## config.mk

```make
export PLATFORM = sky130hd
export DESIGN_NAME = tmc_top
export DESIGN_NICKNAME = d
export VERILOG_FILES = /design/src/verilog/tmc_pkg.sv /design/src/verilog/tmc_edge_sel.sv /design/src/verilog/tmc_counter.sv /design/src/verilog/tmc_top.sv
export SDC_FILE = /design/constraint.sdc
export NUM_CORES = 1
export LEC_CHECK = 0
export ABC_AREA = 1
export BUFFER_PORTS_ARGS = -buffer_cell sky130_fd_sc_hd__clkbuf_2
export CAP_MARGIN = 30
export CELL_PAD_IN_SITES_DETAIL_PLACEMENT = 0
export CELL_PAD_IN_SITES_GLOBAL_PLACEMENT = 1
export CORE_MARGIN = 2
export CORE_UTILIZATION = 45
export CTS_CLUSTER_DIAMETER = 50
export DETAILED_ROUTE_END_ITERATION = 6
export PLACE_DENSITY_LB_ADDON = 0.2
export REMOVE_ABC_BUFFERS = 1
export SETUP_SLACK_MARGIN = 0.02
export SYNTH_ARGS = -nofsm -noshare
export SYNTH_HDL_FRONTEND = slang
export SYNTH_SLANG_ARGS = --single-unit
```

## constraint.sdc

```tcl
create_clock -name pclk -period 3 [get_ports pclk]
set_clock_uncertainty 0.1 [all_clocks]
set_input_delay 0.15 -clock pclk [delete_from_list [all_inputs] [get_ports pclk]]
set_output_delay 0.15 -clock pclk [all_outputs]
set_load 0.02 [all_outputs]
```

## src/verilog/tmc_pkg.sv

```systemverilog
// package: register map, field layout and mode encodings for the timer mode block
package tmc_pkg;
   localparam int          NUM_CH      = 8;
   localparam int          CNT_W       = 16;
   localparam int          ADDR_W      = 12;
   localparam int          IDX_W       = 3;
   // printed offsets are not multiples of four: keep them as indices
   localparam logic [19:0] CH0_MODE_IDX = 20'hf0190;
   localparam logic [19:0] CH7_MODE_IDX = 20'hf019e;
   // byte address of channel n mode word = 2 * (index - base index) + offsets below
   localparam logic [11:0] MODE_BASE    = 12'h000;
   localparam logic [11:0] INIT_BASE    = 12'h040;
   localparam logic [11:0] CTRL_OFS     = 12'h080;
   localparam logic [11:0] STAT_OFS     = 12'h084;
   localparam logic [11:0] CNT_BASE     = 12'h0c0;
   localparam logic [15:0] MODE_RESET   = 16'h0000;
   // writable bits: 15,14,12,11,10..8,7,6,3..0 (13,5,4 fixed zero)
   localparam logic [15:0] MODE_WMASK   = 16'hdfcf;
   localparam int          SPLIT_BIT    = 11;
   localparam logic [7:0]  BIT11_OK     = 8'h5e;   // channels 1,2,3,4,6
   localparam logic [7:0]  SPLIT_CH     = 8'h0a;   // channels 1,3
   localparam logic [7:0]  MASTER_CH    = 8'h54;   // channels 2,4,6

   typedef enum logic [1:0] {
      TMC_EDGE_FALL = 2'h0, TMC_EDGE_RISE = 2'h1,
      TMC_EDGE_LOW  = 2'h2, TMC_EDGE_HIGH = 2'h3
   } tmc_edge_t;

   typedef enum logic [2:0] {
      TMC_MD_INTERVAL = 3'h0, TMC_MD_CAPTURE = 3'h2, TMC_MD_EVENT = 3'h3,
      TMC_MD_ONECOUNT = 3'h4, TMC_MD_CAPONE  = 3'h6
   } tmc_mode_t;

   typedef enum logic [2:0] {
      TMC_TRG_SOFT = 3'h0, TMC_TRG_EDGE = 3'h1, TMC_TRG_BOTH = 3'h2
   } tmc_trg_t;

   typedef struct packed {
      logic [1:0] clk_sel;        // operating_clock_select
      logic       zero13;
      logic       count_clock_source;
      logic       bit11;          // split / master select
      logic [2:0] trigger_source_select;
      logic [1:0] input_edge_select;
      logic [1:0] zero54;
      logic [2:0] operation_mode_field;
      logic       start_behaviour_bit;
   } tmc_mode_reg_t;

   typedef struct packed {
      logic start_trig;
      logic capture_trig;
   } tmc_trig_t;
endpackage

```

## src/verilog/tmc_edge_sel.sv

```systemverilog
// edge detector and trigger decode for one timer input pin
`timescale 1ns/1ps
module tmc_edge_sel (
   input  wire logic                 pclk,
   input  wire logic                 presetn,
   input  wire logic                 timer_input_pin,
   input  wire logic [1:0]           input_edge_select,
   input  wire logic [2:0]           trigger_source_select,
   output tmc_pkg::tmc_trig_t        trig
);
   logic pin_d_r;
   wire  rise_w = timer_input_pin & ~pin_d_r;
   wire  fall_w = ~timer_input_pin & pin_d_r;
   logic sel_w;
   logic start_w;
   logic cap_w;

   // previous pin level; input already synchronous
   always_ff @(posedge pclk or negedge presetn) begin
      if (!presetn) pin_d_r <= 1'b0;
      else          pin_d_r <= timer_input_pin;
   end

   // valid edge by edge select
   always_comb begin
      unique case (input_edge_select)
         tmc_pkg::TMC_EDGE_FALL: sel_w = fall_w;
         tmc_pkg::TMC_EDGE_RISE: sel_w = rise_w;
         default:                sel_w = rise_w | fall_w;
      endcase
   end

   // start and capture triggers by source select
   always_comb begin
      start_w = 1'b0;
      cap_w   = 1'b0;
      if (trigger_source_select == tmc_pkg::TMC_TRG_EDGE) begin
         start_w = sel_w;
         cap_w   = sel_w;
      end else if (trigger_source_select == tmc_pkg::TMC_TRG_BOTH) begin
         if (input_edge_select == tmc_pkg::TMC_EDGE_HIGH) begin
            start_w = rise_w;
            cap_w   = fall_w;
         end else begin
            start_w = fall_w;
            cap_w   = rise_w;
         end
      end
   end

   assign trig = '{start_trig: start_w, capture_trig: cap_w};
endmodule

```

## src/verilog/tmc_counter.sv

```systemverilog
// per-channel counter applying mode direction, start and retrigger handling
`timescale 1ns/1ps
module tmc_counter #(
   parameter int CNT_W = tmc_pkg::CNT_W
) (
   input  wire logic             pclk,
   input  wire logic             presetn,
   input  wire logic             enable,
   input  wire logic             start,
   input  tmc_pkg::tmc_trig_t    trig,
   input  wire logic [2:0]       mode,
   input  wire logic             start_behaviour_bit,
   input  wire logic             split,
   input  wire logic [CNT_W-1:0] init_value,
   output logic [CNT_W-1:0]      count,
   output logic                  running,
   output logic                  channel_interrupt,
   output logic                  timer_output_pin
);
   logic [CNT_W-1:0] cnt_r, cnt_nxt;
   logic             run_r, irq_r, out_r;
   wire  up_w    = (mode == tmc_pkg::TMC_MD_CAPTURE) | (mode == tmc_pkg::TMC_MD_CAPONE);
   wire  one_w   = (mode == tmc_pkg::TMC_MD_ONECOUNT) | (mode == tmc_pkg::TMC_MD_CAPONE);
   wire  ext_st  = trig.start_trig & one_w;
   wire  st_w    = start | ext_st;
   // retrigger only in one-count with start bit 1; never in capture&one-count
   wire  retrg_w = run_r & st_w & (mode == tmc_pkg::TMC_MD_ONECOUNT)
                   & start_behaviour_bit;
   wire  first_w = ~run_r & st_w & enable;
   // start irq/output only for interval, capture, event modes
   wire  st_irq  = first_w & ~one_w & start_behaviour_bit;
   wire  lsb_w   = split ? (cnt_r[7:0] == 8'h00) : (cnt_r == '0);
   wire  tick_w  = (mode == tmc_pkg::TMC_MD_EVENT) ? trig.capture_trig : 1'b1;
   wire  zero_w  = run_r & ~up_w & tick_w & lsb_w;
   wire  cap_w   = run_r & up_w & trig.capture_trig;

   // next count: reload on start or accepted retrigger
   always_comb begin
      cnt_nxt = cnt_r;
      if (first_w | retrg_w)
         cnt_nxt = up_w ? '0 : init_value;
      else if (run_r & tick_w)
         cnt_nxt = up_w ? cnt_r + 1'b1 : (zero_w ? init_value : cnt_r - 1'b1);
   end

   // state; retrigger raises no interrupt
   always_ff @(posedge pclk or negedge presetn) begin
      if (!presetn) begin
         cnt_r <= '0;
         run_r <= 1'b0;
         irq_r <= 1'b0;
         out_r <= 1'b0;
      end else begin
         cnt_r <= enable ? cnt_nxt : cnt_r;
         run_r <= enable & (run_r ? ~(one_w & (zero_w | cap_w)) : first_w);
         irq_r <= st_irq | zero_w | cap_w;
         out_r <= out_r ^ (st_irq | zero_w);
      end
   end

   assign count             = cnt_r;
   assign running           = run_r;
   assign channel_interrupt = irq_r;
   assign timer_output_pin  = out_r;

   a_retrig_noirq: assert property (@(posedge pclk) disable iff (!presetn)
      retrg_w |=> !irq_r || $past(zero_w)) else $error("retrigger raised irq");
   a_onecnt_start: assert property (@(posedge pclk) disable iff (!presetn)
      (first_w && one_w) |=> !irq_r) else $error("one-count start irq");
   a_start_irq: assert property (@(posedge pclk) disable iff (!presetn)
      (first_w && !one_w && start_behaviour_bit) |=> irq_r) else $error("no start irq");
   a_start_quiet: assert property (@(posedge pclk) disable iff (!presetn)
      (first_w && !start_behaviour_bit && !zero_w) |=> $stable(out_r))
      else $error("output moved at start");
   a_retrig_reload: assert property (@(posedge pclk) disable iff (!presetn)
      (retrg_w && enable) |=> cnt_r == $past(init_value)) else $error("no reload");
   a_no_retrig: assert property (@(posedge pclk) disable iff (!presetn)
      (run_r && st_w && !start_behaviour_bit && mode == tmc_pkg::TMC_MD_ONECOUNT
       && !zero_w && enable) |=> cnt_r == $past(cnt_r) - 1'b1)
      else $error("retrigger not ignored");
   a_up_count: assert property (@(posedge pclk) disable iff (!presetn)
      (run_r && up_w && enable && !st_w && $stable(mode)) |=> cnt_r == $past(cnt_r) + 1'b1)
      else $error("capture not counting up");
   c_retrig:  cover property (@(posedge pclk) disable iff (!presetn) retrg_w);
   c_st_irq:  cover property (@(posedge pclk) disable iff (!presetn) st_irq);
   c_capture: cover property (@(posedge pclk) disable iff (!presetn) cap_w);
endmodule

```

## src/verilog/tmc_top.sv

```systemverilog
// eight-channel timer mode control with apb register access
//
// Summary of operation
// - edge select 00 picks falling edge, 01 rising edge as valid edge
// - edge select 10: falling edge starts, rising edge captures (low width)
// - edge select 11: rising edge starts, falling edge captures (high width)
// - channels 0, 5, 7: bit 11 reads zero, writes ignored
// - mode 000 is interval timer, counting down
// - mode 010 is capture, counting up
// - mode 011 is event counter, counting down on external events
// - mode 100 is one-count, counting down
// - mode 110 is capture and one-count, counting up, for width measurement
// - interval/capture/event with start bit 0: no start irq, output unchanged
// - interval/capture/event with start bit 1: start raises irq, toggles output
// - one-count with start bit 0: start trigger ignored while counting
// - one-count with start bit 1: start trigger accepted while counting, no irq
// - accepted retrigger reloads counter and recounts without irq
// - capture and one-count: start bit 0, quiet start, retrigger ignored
// - in one-count the start bit governs retrigger only
// - source 000 software only, 001 selected edge, 010 both edges
// - channels 1, 3: bit 11 set gives 8-bit operation
// - channels 2, 4, 6: bit 11 set makes channel a master
`timescale 1ns/1ps
module tmc_top #(
   parameter int NUM_CH = tmc_pkg::NUM_CH,
   parameter int CNT_W  = tmc_pkg::CNT_W
) (
   input  wire logic                      pclk,
   input  wire logic                      presetn,
   input  wire logic                      psel,
   input  wire logic                      penable,
   input  wire logic                      pwrite,
   input  wire logic [tmc_pkg::ADDR_W-1:0] paddr,
   input  wire logic [31:0]               pwdata,
   output logic      [31:0]               prdata,
   output logic                           pready,
   output logic                           pslverr,
   input  wire logic [NUM_CH-1:0]         timer_input_pin,
   output logic      [NUM_CH-1:0]         timer_output_pin,
   output logic      [NUM_CH-1:0]         channel_interrupt,
   output logic      [NUM_CH-1:0]         master_channel_select
);
   ////////////////////////////////////////////////////////////////////////////
   // bus decode
   logic [15:0]      mode_r   [NUM_CH];
   logic [CNT_W-1:0] init_r   [NUM_CH];
   logic [CNT_W-1:0] cnt_w    [NUM_CH];
   logic [NUM_CH-1:0] en_r;
   logic [NUM_CH-1:0] start_w;
   logic [NUM_CH-1:0] run_w;
   logic [31:0]       rd_nxt;
   logic [31:0]       prdata_r;
   logic              err_nxt;

   wire  access_w = psel & penable;
   wire  wr_w     = access_w & pwrite;
   wire  [2:0] idx_w   = paddr[tmc_pkg::IDX_W+1:2];
   wire  [11:0] page_w = {paddr[11:5], 5'h00};
   wire  hit_mode = (page_w == tmc_pkg::MODE_BASE);
   wire  hit_init = (page_w == tmc_pkg::INIT_BASE);
   wire  hit_cnt  = (page_w == tmc_pkg::CNT_BASE);
   wire  hit_ctrl = (paddr == tmc_pkg::CTRL_OFS);
   wire  hit_stat = (paddr == tmc_pkg::STAT_OFS);
   wire  mapped_w = hit_mode | hit_init | hit_cnt | hit_ctrl | hit_stat;

   // zero-wait slave: answer in the access cycle
   assign pready  = 1'b1;
   assign pslverr = access_w & ~mapped_w;

   ////////////////////////////////////////////////////////////////////////////
   // read mux
   always_comb begin
      rd_nxt = 32'h0000_0000;
      if (hit_mode)      rd_nxt = {16'h0000, mode_r[idx_w]};
      else if (hit_init) rd_nxt = {16'h0000, init_r[idx_w]};
      else if (hit_cnt)  rd_nxt = {16'h0000, cnt_w[idx_w]};
      else if (hit_ctrl) rd_nxt = {24'h000000, en_r};
      else if (hit_stat) rd_nxt = {24'h000000, run_w};
   end

   // data output from flop, loaded in setup phase
   always_ff @(posedge pclk or negedge presetn) begin
      if (!presetn)            prdata_r <= 32'h0000_0000;
      else if (psel & ~penable) prdata_r <= rd_nxt;
   end
   assign prdata = prdata_r;

   ////////////////////////////////////////////////////////////////////////////
   // start pulses: writing 1 to control bit starts the channel
   assign start_w = (wr_w & hit_ctrl) ? pwdata[NUM_CH-1:0] : '0;

   // enable mirror; write sets start
   always_ff @(posedge pclk or negedge presetn) begin
      if (!presetn)              en_r <= '0;
      else if (wr_w & hit_stat)  en_r <= en_r & ~pwdata[NUM_CH-1:0];
      else                       en_r <= en_r | start_w;
   end

   ////////////////////////////////////////////////////////////////////////////
   // channels
   for (genvar n = 0; n < NUM_CH; n++) begin : g_ch
      tmc_pkg::tmc_mode_reg_t mr_w;
      tmc_pkg::tmc_trig_t     tr_w;
      wire  mwr_w = wr_w & hit_mode & (idx_w == 3'(n));
      wire  iwr_w = wr_w & hit_init & (idx_w == 3'(n));
      // bit 11 exists only where the channel has split or master meaning
      wire  [15:0] wmask_w = tmc_pkg::MODE_WMASK &
            ~(tmc_pkg::BIT11_OK[n] ? 16'h0000 : 16'h0800);

      always_ff @(posedge pclk or negedge presetn) begin
         if (!presetn)   mode_r[n] <= tmc_pkg::MODE_RESET;
         else if (mwr_w) mode_r[n] <= pwdata[15:0] & wmask_w;
      end

      always_ff @(posedge pclk or negedge presetn) begin
         if (!presetn)   init_r[n] <= '0;
         else if (iwr_w) init_r[n] <= pwdata[CNT_W-1:0];
      end

      assign mr_w = mode_r[n];
      // channel-type meaning of bit 11
      assign master_channel_select[n] = tmc_pkg::MASTER_CH[n] & mr_w.bit11;

      tmc_edge_sel u_edge (
         .pclk                  (pclk),
         .presetn               (presetn),
         .timer_input_pin       (timer_input_pin[n]),
         .input_edge_select     (mr_w.input_edge_select),
         .trigger_source_select (mr_w.trigger_source_select),
         .trig                  (tr_w)
      );

      tmc_counter #(.CNT_W(CNT_W)) u_cnt (
         .pclk                (pclk),
         .presetn             (presetn),
         .enable              (en_r[n] | start_w[n]),
         .start               (start_w[n]),
         .trig                (tr_w),
         .mode                (mr_w.operation_mode_field),
         .start_behaviour_bit (mr_w.start_behaviour_bit),
         .split               (tmc_pkg::SPLIT_CH[n] & mr_w.bit11),
         .init_value          (init_r[n]),
         .count               (cnt_w[n]),
         .running             (run_w[n]),
         .channel_interrupt   (channel_interrupt[n]),
         .timer_output_pin    (timer_output_pin[n])
      );

      //////////////////////////////////////////////////////////////////////
      // per-channel checks on what the register file hands each channel
      a_bit11_zero: assert property (@(posedge pclk) disable iff (!presetn)
         !tmc_pkg::BIT11_OK[n] |-> mode_r[n][tmc_pkg::SPLIT_BIT] == 1'b0)
         else $error("bit 11 set on fixed channel");
      // bit 11 keeps what software wrote where it has a split or master meaning
      a_bit11_kept: assert property (@(posedge pclk) disable iff (!presetn)
         (mwr_w && tmc_pkg::BIT11_OK[n])
         |=> mode_r[n][tmc_pkg::SPLIT_BIT] == $past(pwdata[tmc_pkg::SPLIT_BIT]))
         else $error("bit 11 write lost");
      // software-only source must keep the pin out of the trigger path
      a_soft_only: assert property (@(posedge pclk) disable iff (!presetn)
         (mr_w.trigger_source_select == tmc_pkg::TMC_TRG_SOFT)
         |-> (!tr_w.start_trig && !tr_w.capture_trig))
         else $error("pin trigger with software-only source");
      // a software start is honoured whatever the source setting
      a_sw_start: assert property (@(posedge pclk) disable iff (!presetn)
         (start_w[n] && !run_w[n]) |=> run_w[n])
         else $error("software start not taken");
      // one-count start leaves the output pin alone
      a_onecnt_out: assert property (@(posedge pclk) disable iff (!presetn)
         (start_w[n] && !run_w[n]
          && mr_w.operation_mode_field == tmc_pkg::TMC_MD_ONECOUNT)
         |=> $stable(timer_output_pin[n]))
         else $error("one-count start moved output");
      // start edge while measuring: counting goes on, no reload
      a_capone_ign: assert property (@(posedge pclk) disable iff (!presetn)
         (run_w[n] && en_r[n] && !start_w[n] && tr_w.start_trig && !tr_w.capture_trig
          && mr_w.operation_mode_field == tmc_pkg::TMC_MD_CAPONE)
         |=> cnt_w[n] == $past(cnt_w[n]) + 1'b1)
         else $error("measurement took a retrigger");
   end

   ////////////////////////////////////////////////////////////////////////////
   // bus-side checks
   a_mode_write: assert property (@(posedge pclk) disable iff (!presetn)
      (wr_w && hit_mode) |=> mode_r[$past(idx_w)][3:0] == $past(pwdata[3:0]))
      else $error("mode write lost");
   // read data stands from the access cycle on
   a_mode_read: assert property (@(posedge pclk) disable iff (!presetn)
      (psel && !penable && hit_mode) |=> prdata == {16'h0000, mode_r[$past(idx_w)]})
      else $error("mode read wrong");
   // start bits set enables, stop bits clear them, nothing else moves
   a_start_set: assert property (@(posedge pclk) disable iff (!presetn)
      (wr_w && hit_ctrl) |=> en_r == ($past(en_r) | $past(pwdata[NUM_CH-1:0])))
      else $error("start write mishandled");
   a_stop_clear: assert property (@(posedge pclk) disable iff (!presetn)
      (wr_w && hit_stat) |=> en_r == ($past(en_r) & ~$past(pwdata[NUM_CH-1:0])))
      else $error("stop write mishandled");
   c_mode_wr: cover property (@(posedge pclk) disable iff (!presetn) wr_w && hit_mode);
   c_start:   cover property (@(posedge pclk) disable iff (!presetn) |start_w);
endmodule

```

==> results.sh, run 1 <==
export IMPL_run_status="completed"
export IMPL_syn_to_final_growth_pct=14.0
export IMPL_ys_top_cells_by_count="nand2_1 (1536), nand3_1 (578), nor2_1 (517), inv_1 (418), dfrtp_1 (413)"
export IMPL_io_buffers=76
export IMPL_async_flop_share_pct=100
export IMPL_grt_pass1_wl_mm=192
export IMPL_cap_violations=0
export IMPL_clock_sinks=413
export IMPL_synthTopCellsByArea="dfrtp_1 (34%), nand2_1 (19%), nand3_1 (9.5%)"
export IMPL_place_congestion=1.00
export IMPL_yosysMostFrequentCell="nand2_1"
export IMPL_wl_met1_mm=55.6
export IMPL_cp_max_fo=24
export IMPL_antenna_found_initial=5
export IMPL_dpl_hpwl_mm=95.5
export IMPL_grt_use_total_pct=36.3
export IMPL_tightest_slew_ps=1050
export IMPL_dp_cells=5616
export IMPL_cts_tree="yes"
export IMPL_routedWlPerCell_um=22.2
export IMPL_insertion_delay_ps=630
export IMPL_powerDensity_mw_per_mm2=459
export IMPL_numCtsBuffers=70
export IMPL_leakagePower_nw=17.1
export IMPL_worstReg2RegEnd="g_ch[5].u_cnt.count[13]"
export IMPL_vias=33388
export IMPL_reg2reg_depth=14
export IMPL_place_area_mm2=0.0320
export IMPL_clockBufferDepth=3
export IMPL_drt_iter0_markers=4182
export IMPL_drcViolationCount=0
export IMPL_postSynthCellCount=4791
export IMPL_critPathKind="input port to register"
export IMPL_synth_xor_area_share_pct=2.91
export IMPL_grt_max_degree=80
export IMPL_rsz0062_at_grt="false"
export IMPL_holdWs_ps=33.9
export IMPL_fmax_mhz=358
export IMPL_synth_top_family_by_area="simple AND/OR/NAND/NOR gates"
export IMPL_rrSetupSlack_ps=340
export IMPL_period_minus_slack_ps=2800
export IMPL_nNetsFinal=4948
export IMPL_drtPass1Iterations=6
export IMPL_yosysTopAreaCellShare_pct=34.0
export IMPL_hp_start="pwdata[4]"
export IMPL_die_w_um=264
export IMPL_syn_avg_cell_area_um2=6.35
export IMPL_die_area_mm2=0.0697
export IMPL_layout_drive_gt1_share_pct=8.14
export IMPL_postCtsSetupBuffers=0
export IMPL_start_util_pct=45.4
export IMPL_rows=95
export IMPL_yosysUniqueCellTypes=42
export IMPL_synth_simple_area_share_pct=39.2
export IMPL_drtAntennaViolNets=0
export IMPL_path_clk_slew_ps=60
export IMPL_synthMuxAreaShare_pct=0
export IMPL_fin_setup_tns_ps=0
export IMPL_synth_compound_area_share_pct=11.9
export IMPL_timing_rr_start="g_ch[5].u_edge.pin_d_r"
export IMPL_routed_via_density=5.79
export IMPL_ys_ff_latch=413
export IMPL_min_to="en_r[4]"
export IMPL_finalHoldViolCount=0
export IMPL_stdcell_count=5766
export IMPL_synth_warning_count=0
export IMPL_design_area_mm2=0.0347
export IMPL_maxUsedRoutingLayer="met5"
export IMPL_synth_ff_type="dfrtp_1"
export IMPL_dr_wl_met2_mm=53.4
export IMPL_cts_htree_levels=3
export IMPL_synthAdderAreaFrac_pct=2.30
export IMPL_critical_path_required_ps=3420
export IMPL_seq_area_frac_synth_pct=34.0
export IMPL_setup_viol=0
export IMPL_drv_slew=0
export IMPL_clockRootBuffer="clkbuf_16"
export IMPL_critPathLaunchType="input port"
export IMPL_max_slew_margin_pct=29.9
export IMPL_grt_ovfl_total=0
export IMPL_finalCritPeriodShare_pct=93.2
export IMPL_num_io_pins=115
export IMPL_first_global_vias=29934
export IMPL_ir_drop_uv=404
export IMPL_netlist_top_cell_by_area="dfrtp_1"
export IMPL_synth_edff_count=0
export IMPL_die_h_um=264
export IMPL_wl_mm=128
export IMPL_core_area_mm2=0.0670
export IMPL_crit_arrival_ps=3210
export IMPL_worstHoldPathCells=5
export IMPL_hp_class="input port to register"
export IMPL_crit_path_end_kind="register"
export IMPL_wl_met3_mm=14.1
export IMPL_syn_area_mm2=0.0304
power breakdown:
group | switching, mW | internal (mW) | leakage, nW | total (mW)
registers | 0.143 | 5.65 | 5.29 | 5.80
logic | 1.13 | 0.504 | 10.6 | 1.63
clock network | 3.23 | 5.27 | 1.18 | 8.50
what timing repair did:
item,in CTS,in global routing
gates resized for setup,0,1
setup endpoints to repair,0,2
endpoints found under the hold margin,262,2
hold buffers,18,1
flip-flops by register name, summed over array words and instances (netlist names):
name and flops:
g_ch.u_cnt.count 128, g_ch.u_edge.pin_d_r 8, en_r 8, init_r 128, g_ch.u_cnt.running 8, prdata 16, g_ch.u_cnt.channel_interrupt 8, g_ch.mr_w 101
g_ch.u_cnt.timer_output_pin 8
through the flow:
stage | util (%) | setup slack (ps) | total power, mW
finish | 51.7 | 205 | 15.9
global placement | 47.7 | 227 | 7.43
CTS | 51.7 | 329 | 16.0
detailed placement | 47.8 | 184 | 7.45
floorplan | - | 378 | 6.71
global route | 51.7 | 81.5 | 16.4
critical path: stages:
cell	delay, ps
dlygate4sd3_1	530
clkbuf_2	180
nand2_1	80
nor2_2	460
buf_4	260
inv_1	70
nor2_2	460
nand2_1	650
o21ai_0	370
logic make-up (layout without fill, tap and decap cells):
kind of cell               after synthesis  in the layout
adders and majority gates               56             56
other                                    2             25
AOI/OAI and AO/OA                      638            638
DFF                                    413            413
and+or+nand+nor                       2846           2846
xor gates and xnor gates               101            101
buffers and inverters                  735            814
metal layers:
layer | global-route usage (%) | vias up
met5 | 0 | -
met3 | 7.22 | 265
met2 | 52.1 | 1762
li1 | - | 15642
met4 | 13.8 | 4
met1 | 53.5 | 15715
worst max path at each step:
stage | from | end | slack (ps) | cells past startpoint
2_1_floorplan | paddr[2] | prdata[3] | 380 | 8
3_3_place_gp | paddr[10] | g_ch[7].mr_w[12] | 230 | 11
3_5_place_dp | paddr[10] | g_ch[4].mr_w[2] | 180 | 11
4_1_cts | g_ch[7].u_cnt.count[7] | g_ch[7].u_cnt.count[15] | 330 | 12
5_1_grt | g_ch[5].u_edge.pin_d_r | g_ch[5].u_cnt.count[13] | 80 | 14
6_report | penable | g_ch[7].mr_w[12] | 200 | 9
cell usage in the layout (no fill, tap or decap), types with 9 or more instances in the layout:
cell type | netlist | layout
nand3_1 | 578 | 578
o22ai_1 | 72 | 72
conb_1 | 2 | 22
a31oi_1 | 10 | 10
o2111ai_1 | 14 | 14
nand4_1 | 88 | 88
buf_4 | 41 | 139
clkbuf_16 | 0 | 74
dlygate4sd3_1 | 0 | 19
nand3b_1 | 15 | 15
nand2_1 | 1536 | 1532
nor2_1 | 517 | 516
o211ai_1 | 20 | 20
inv_1 | 418 | 418
a22oi_1 | 53 | 53
o21ai_0 | 337 | 337
buf_12 | 0 | 11
inv_6 | 0 | 15
clkbuf_2 | 0 | 75
o21ai_1 | 25 | 25
ha_1 | 56 | 56
dfrtp_1 | 413 | 413
inv_2 | 13 | 13
a21oi_1 | 78 | 78
nor3_1 | 79 | 79
clkinv_2 | 0 | 9
nand2_2 | 7 | 11
xor2_1 | 98 | 98
layout make-up:
cell class / count / area [um^2]
Tap cell: 873 / 1090
Clock buffer: 82 / 1920
Clock inverter: 45 / 514
Inverter: 438 / 1640
Antenna cell: 3 / 7.51
Timing Repair Buffer: 249 / 1950
Fill cell: 6957 / 32300
Multi-Input combinational cell: 3663 / 17200
Sequential cell: 413 / 10300
(Power assumes the default switching activity.)
==> run 2: changes to the inputs <==
- CTS_BUF_LIST: unset -> sky130_fd_sc_hd__clkbuf_16
- SLEW_MARGIN: unset -> 20
==> run 2 against run 1 <==
Effect of this change:
- non-clock buffer count is 3 higher
- power shrank 0.33%
- largest cell class unchanged
- critical path type unchanged
- wire length fell by 0.16%
- largest power group unchanged
==> results.sh, run 2 (synthesis gave the netlist of run 1 again) <==
export IMPL_run_status="completed"
export IMPL_cap_violations=0
export IMPL_grt_use_total_pct=36.4
export IMPL_critical_path_required_ps=3430
export IMPL_path_cells="dlygate4sd3_1, clkbuf_2, nand2_1, nor2_2, buf_4, inv_1, nor2_2, nand2_1, o21ai_0"
export IMPL_leakagePower_nw=17.1
export IMPL_ir_drop_uv=420
export IMPL_p_sw_share_pct=29.0
export IMPL_cts_htree_levels=3
export IMPL_critical_path_top_delay_family="simple AND/OR/NAND/NOR gates"
export IMPL_clockRootBuffer="clkbuf_16"
export IMPL_cts_tree="yes"
export IMPL_io_buffers=76
export IMPL_pwr_share_clk_pct=53.2
export IMPL_drtAntennaViolNets=0
export IMPL_final_common_cell="nand2_1"
export IMPL_nNetsFinal=4950
export IMPL_num_io_pins=115
export IMPL_start_util_pct=45.4
export IMPL_place_congestion=1.00
export IMPL_holdWs_ps=20.2
export IMPL_clockBufferDepth=3
export IMPL_cp_num_buf_inv=4
export IMPL_pwr_share_seq_pct=36.5
export IMPL_dpl_hpwl_mm=95.5
export IMPL_die_w_um=264
export IMPL_hp_class="input port to register"
export IMPL_cp_slowest_cell="nand2_1"
export IMPL_insertion_delay_ps=630
export IMPL_antennaDiodeCount=0
export IMPL_die_h_um=264
export IMPL_power_mw=15.9
export IMPL_post_place_ws_ps=200
export IMPL_clock_sinks=413
export IMPL_first_global_vias=29833
export IMPL_combPwrFrac_pct=10.3
export IMPL_fin_setup_tns_ps=0
export IMPL_grt_ovfl_total=0
export IMPL_internal_power_mw=11.3
export IMPL_critPathMaxStageDelay_ps=620
export IMPL_grt_pass1_wl_mm=192
export IMPL_crit_arrival_ps=3150
export IMPL_antenna_found_initial=4
export IMPL_vias=33347
export IMPL_wl_mm=128
export IMPL_critPathKind="input port to register"
export IMPL_setup_viol=0
export IMPL_drtPass1Iterations=7
export IMPL_routedWlPerCell_um=22.2
export IMPL_path_clk_slew_ps=60
export IMPL_powerDensity_mw_per_mm2=458
export IMPL_critPathLaunchType="input port"
export IMPL_rows=95
export IMPL_postCtsSetupBuffers=0
export IMPL_switchingPower_mw=4.61
export IMPL_tightest_slew_ps=1050
export IMPL_drt_iter0_markers=4432
export IMPL_finalHoldViolCount=0
export IMPL_layout_common_cells="nand2_1 (1532), nand3_1 (578), nor2_1 (516)"
export IMPL_drcViolationCount=0
export IMPL_rsz0062_at_grt="false"
export IMPL_finalCritPeriodShare_pct=90.8
export IMPL_fmax_mhz=367
export IMPL_numCtsBuffers=69
export IMPL_layout_drive_gt1_share_pct=8.01
export IMPL_core_area_mm2=0.0670
export IMPL_grt_max_degree=80
export IMPL_max_slew_margin_pct=29.8
export IMPL_fin_util_pct=51.8
export IMPL_die_area_mm2=0.0697
export IMPL_cp_max_fo=24
export IMPL_layout_setup_ws_ps=277
export IMPL_drv_slew=0
export IMPL_syn_to_final_growth_pct=14.0
export IMPL_routed_via_density=5.78
export IMPL_crit_path_end_kind="register"
export IMPL_period_minus_slack_ps=2720
[run 2: power by group through the flow]
stage / clock network (mW) / logic, mW / registers [mW]
2_1_floorplan: 0 / 0.851 / 5.86
6_report: 8.44 / 1.64 / 5.80
5_1_grt: 8.71 / 1.80 / 5.80
3_5_place_dp: 0 / 1.56 / 5.89
3_3_place_gp: 0 / 1.54 / 5.89
4_1_cts: 8.48 / 1.59 / 5.79
[run 2: what timing repair did]
item                                   4_1_cts  5_1_grt
endpoints found under the hold margin      304        6
setup endpoints to repair                    0        3
hold buffers                                18        2
resized for setup                            0        1
[run 2: metal layers]
metal	GRT usage [%]	vias to the layer above	wire length [um]
li1	-	15651	-
met3	7.97	242	13300
met4	12.7	0	4680
met1	53.4	15795	56100
met2	52.3	1659	53800
met5	0	-	0
[run 2: final cells by class]
| cell class | count | area, um^2 |
|---|---|---|
| timing repair buffer | 252 | 2000 |
| fill | 6996 | 32300 |
| clock inverter | 57 | 671 |
| multi-input combinational | 3663 | 17200 |
| inverter | 438 | 1640 |
| tap | 873 | 1090 |
| sequential | 413 | 10300 |
| clock buffer | 69 | 1730 |
[run 2: path summary, 6_finish.rpt]
path	start	endpoint	slack, ps	cells past startpoint
worst min register to register	g_ch[5].u_cnt.timer_output_pin	g_ch[5].u_cnt.timer_output_pin	370	1
min in group asynchronous	presetn	g_ch[4].mr_w[12]	80	2
worst max register to register	g_ch[5].u_edge.pin_d_r	g_ch[5].u_cnt.count[7]	340	14
worst min-delay path	pwdata[5]	en_r[5]	20	5
worst max-delay path	penable	g_ch[7].mr_w[12]	280	9
max in group asynchronous	presetn	g_ch[3].u_cnt.count[15]	1800	3
[run 2: through the flow]
stage	cell area, um^2	cells
floorplan	29200	4514
global placement	31900	5613
detailed placement	32000	5616
CTS	34600	5760
global route	34700	5765
finish	34700	5765
[run 2: worst register-to-register path, cell delays in order, from the launching register on]
cell and delay, ps:
dfrtp_1 400, ha_1 290, nand2_1 50, inv_1 50, nor2_1 40, nand2_1 100, nand2_1 70, nand2_1 70
nand2_2 100, nand3_4 140, nand3b_1 110, nand2_2 400, clkinv_1 420, nand2_1 150, nand2_1 60
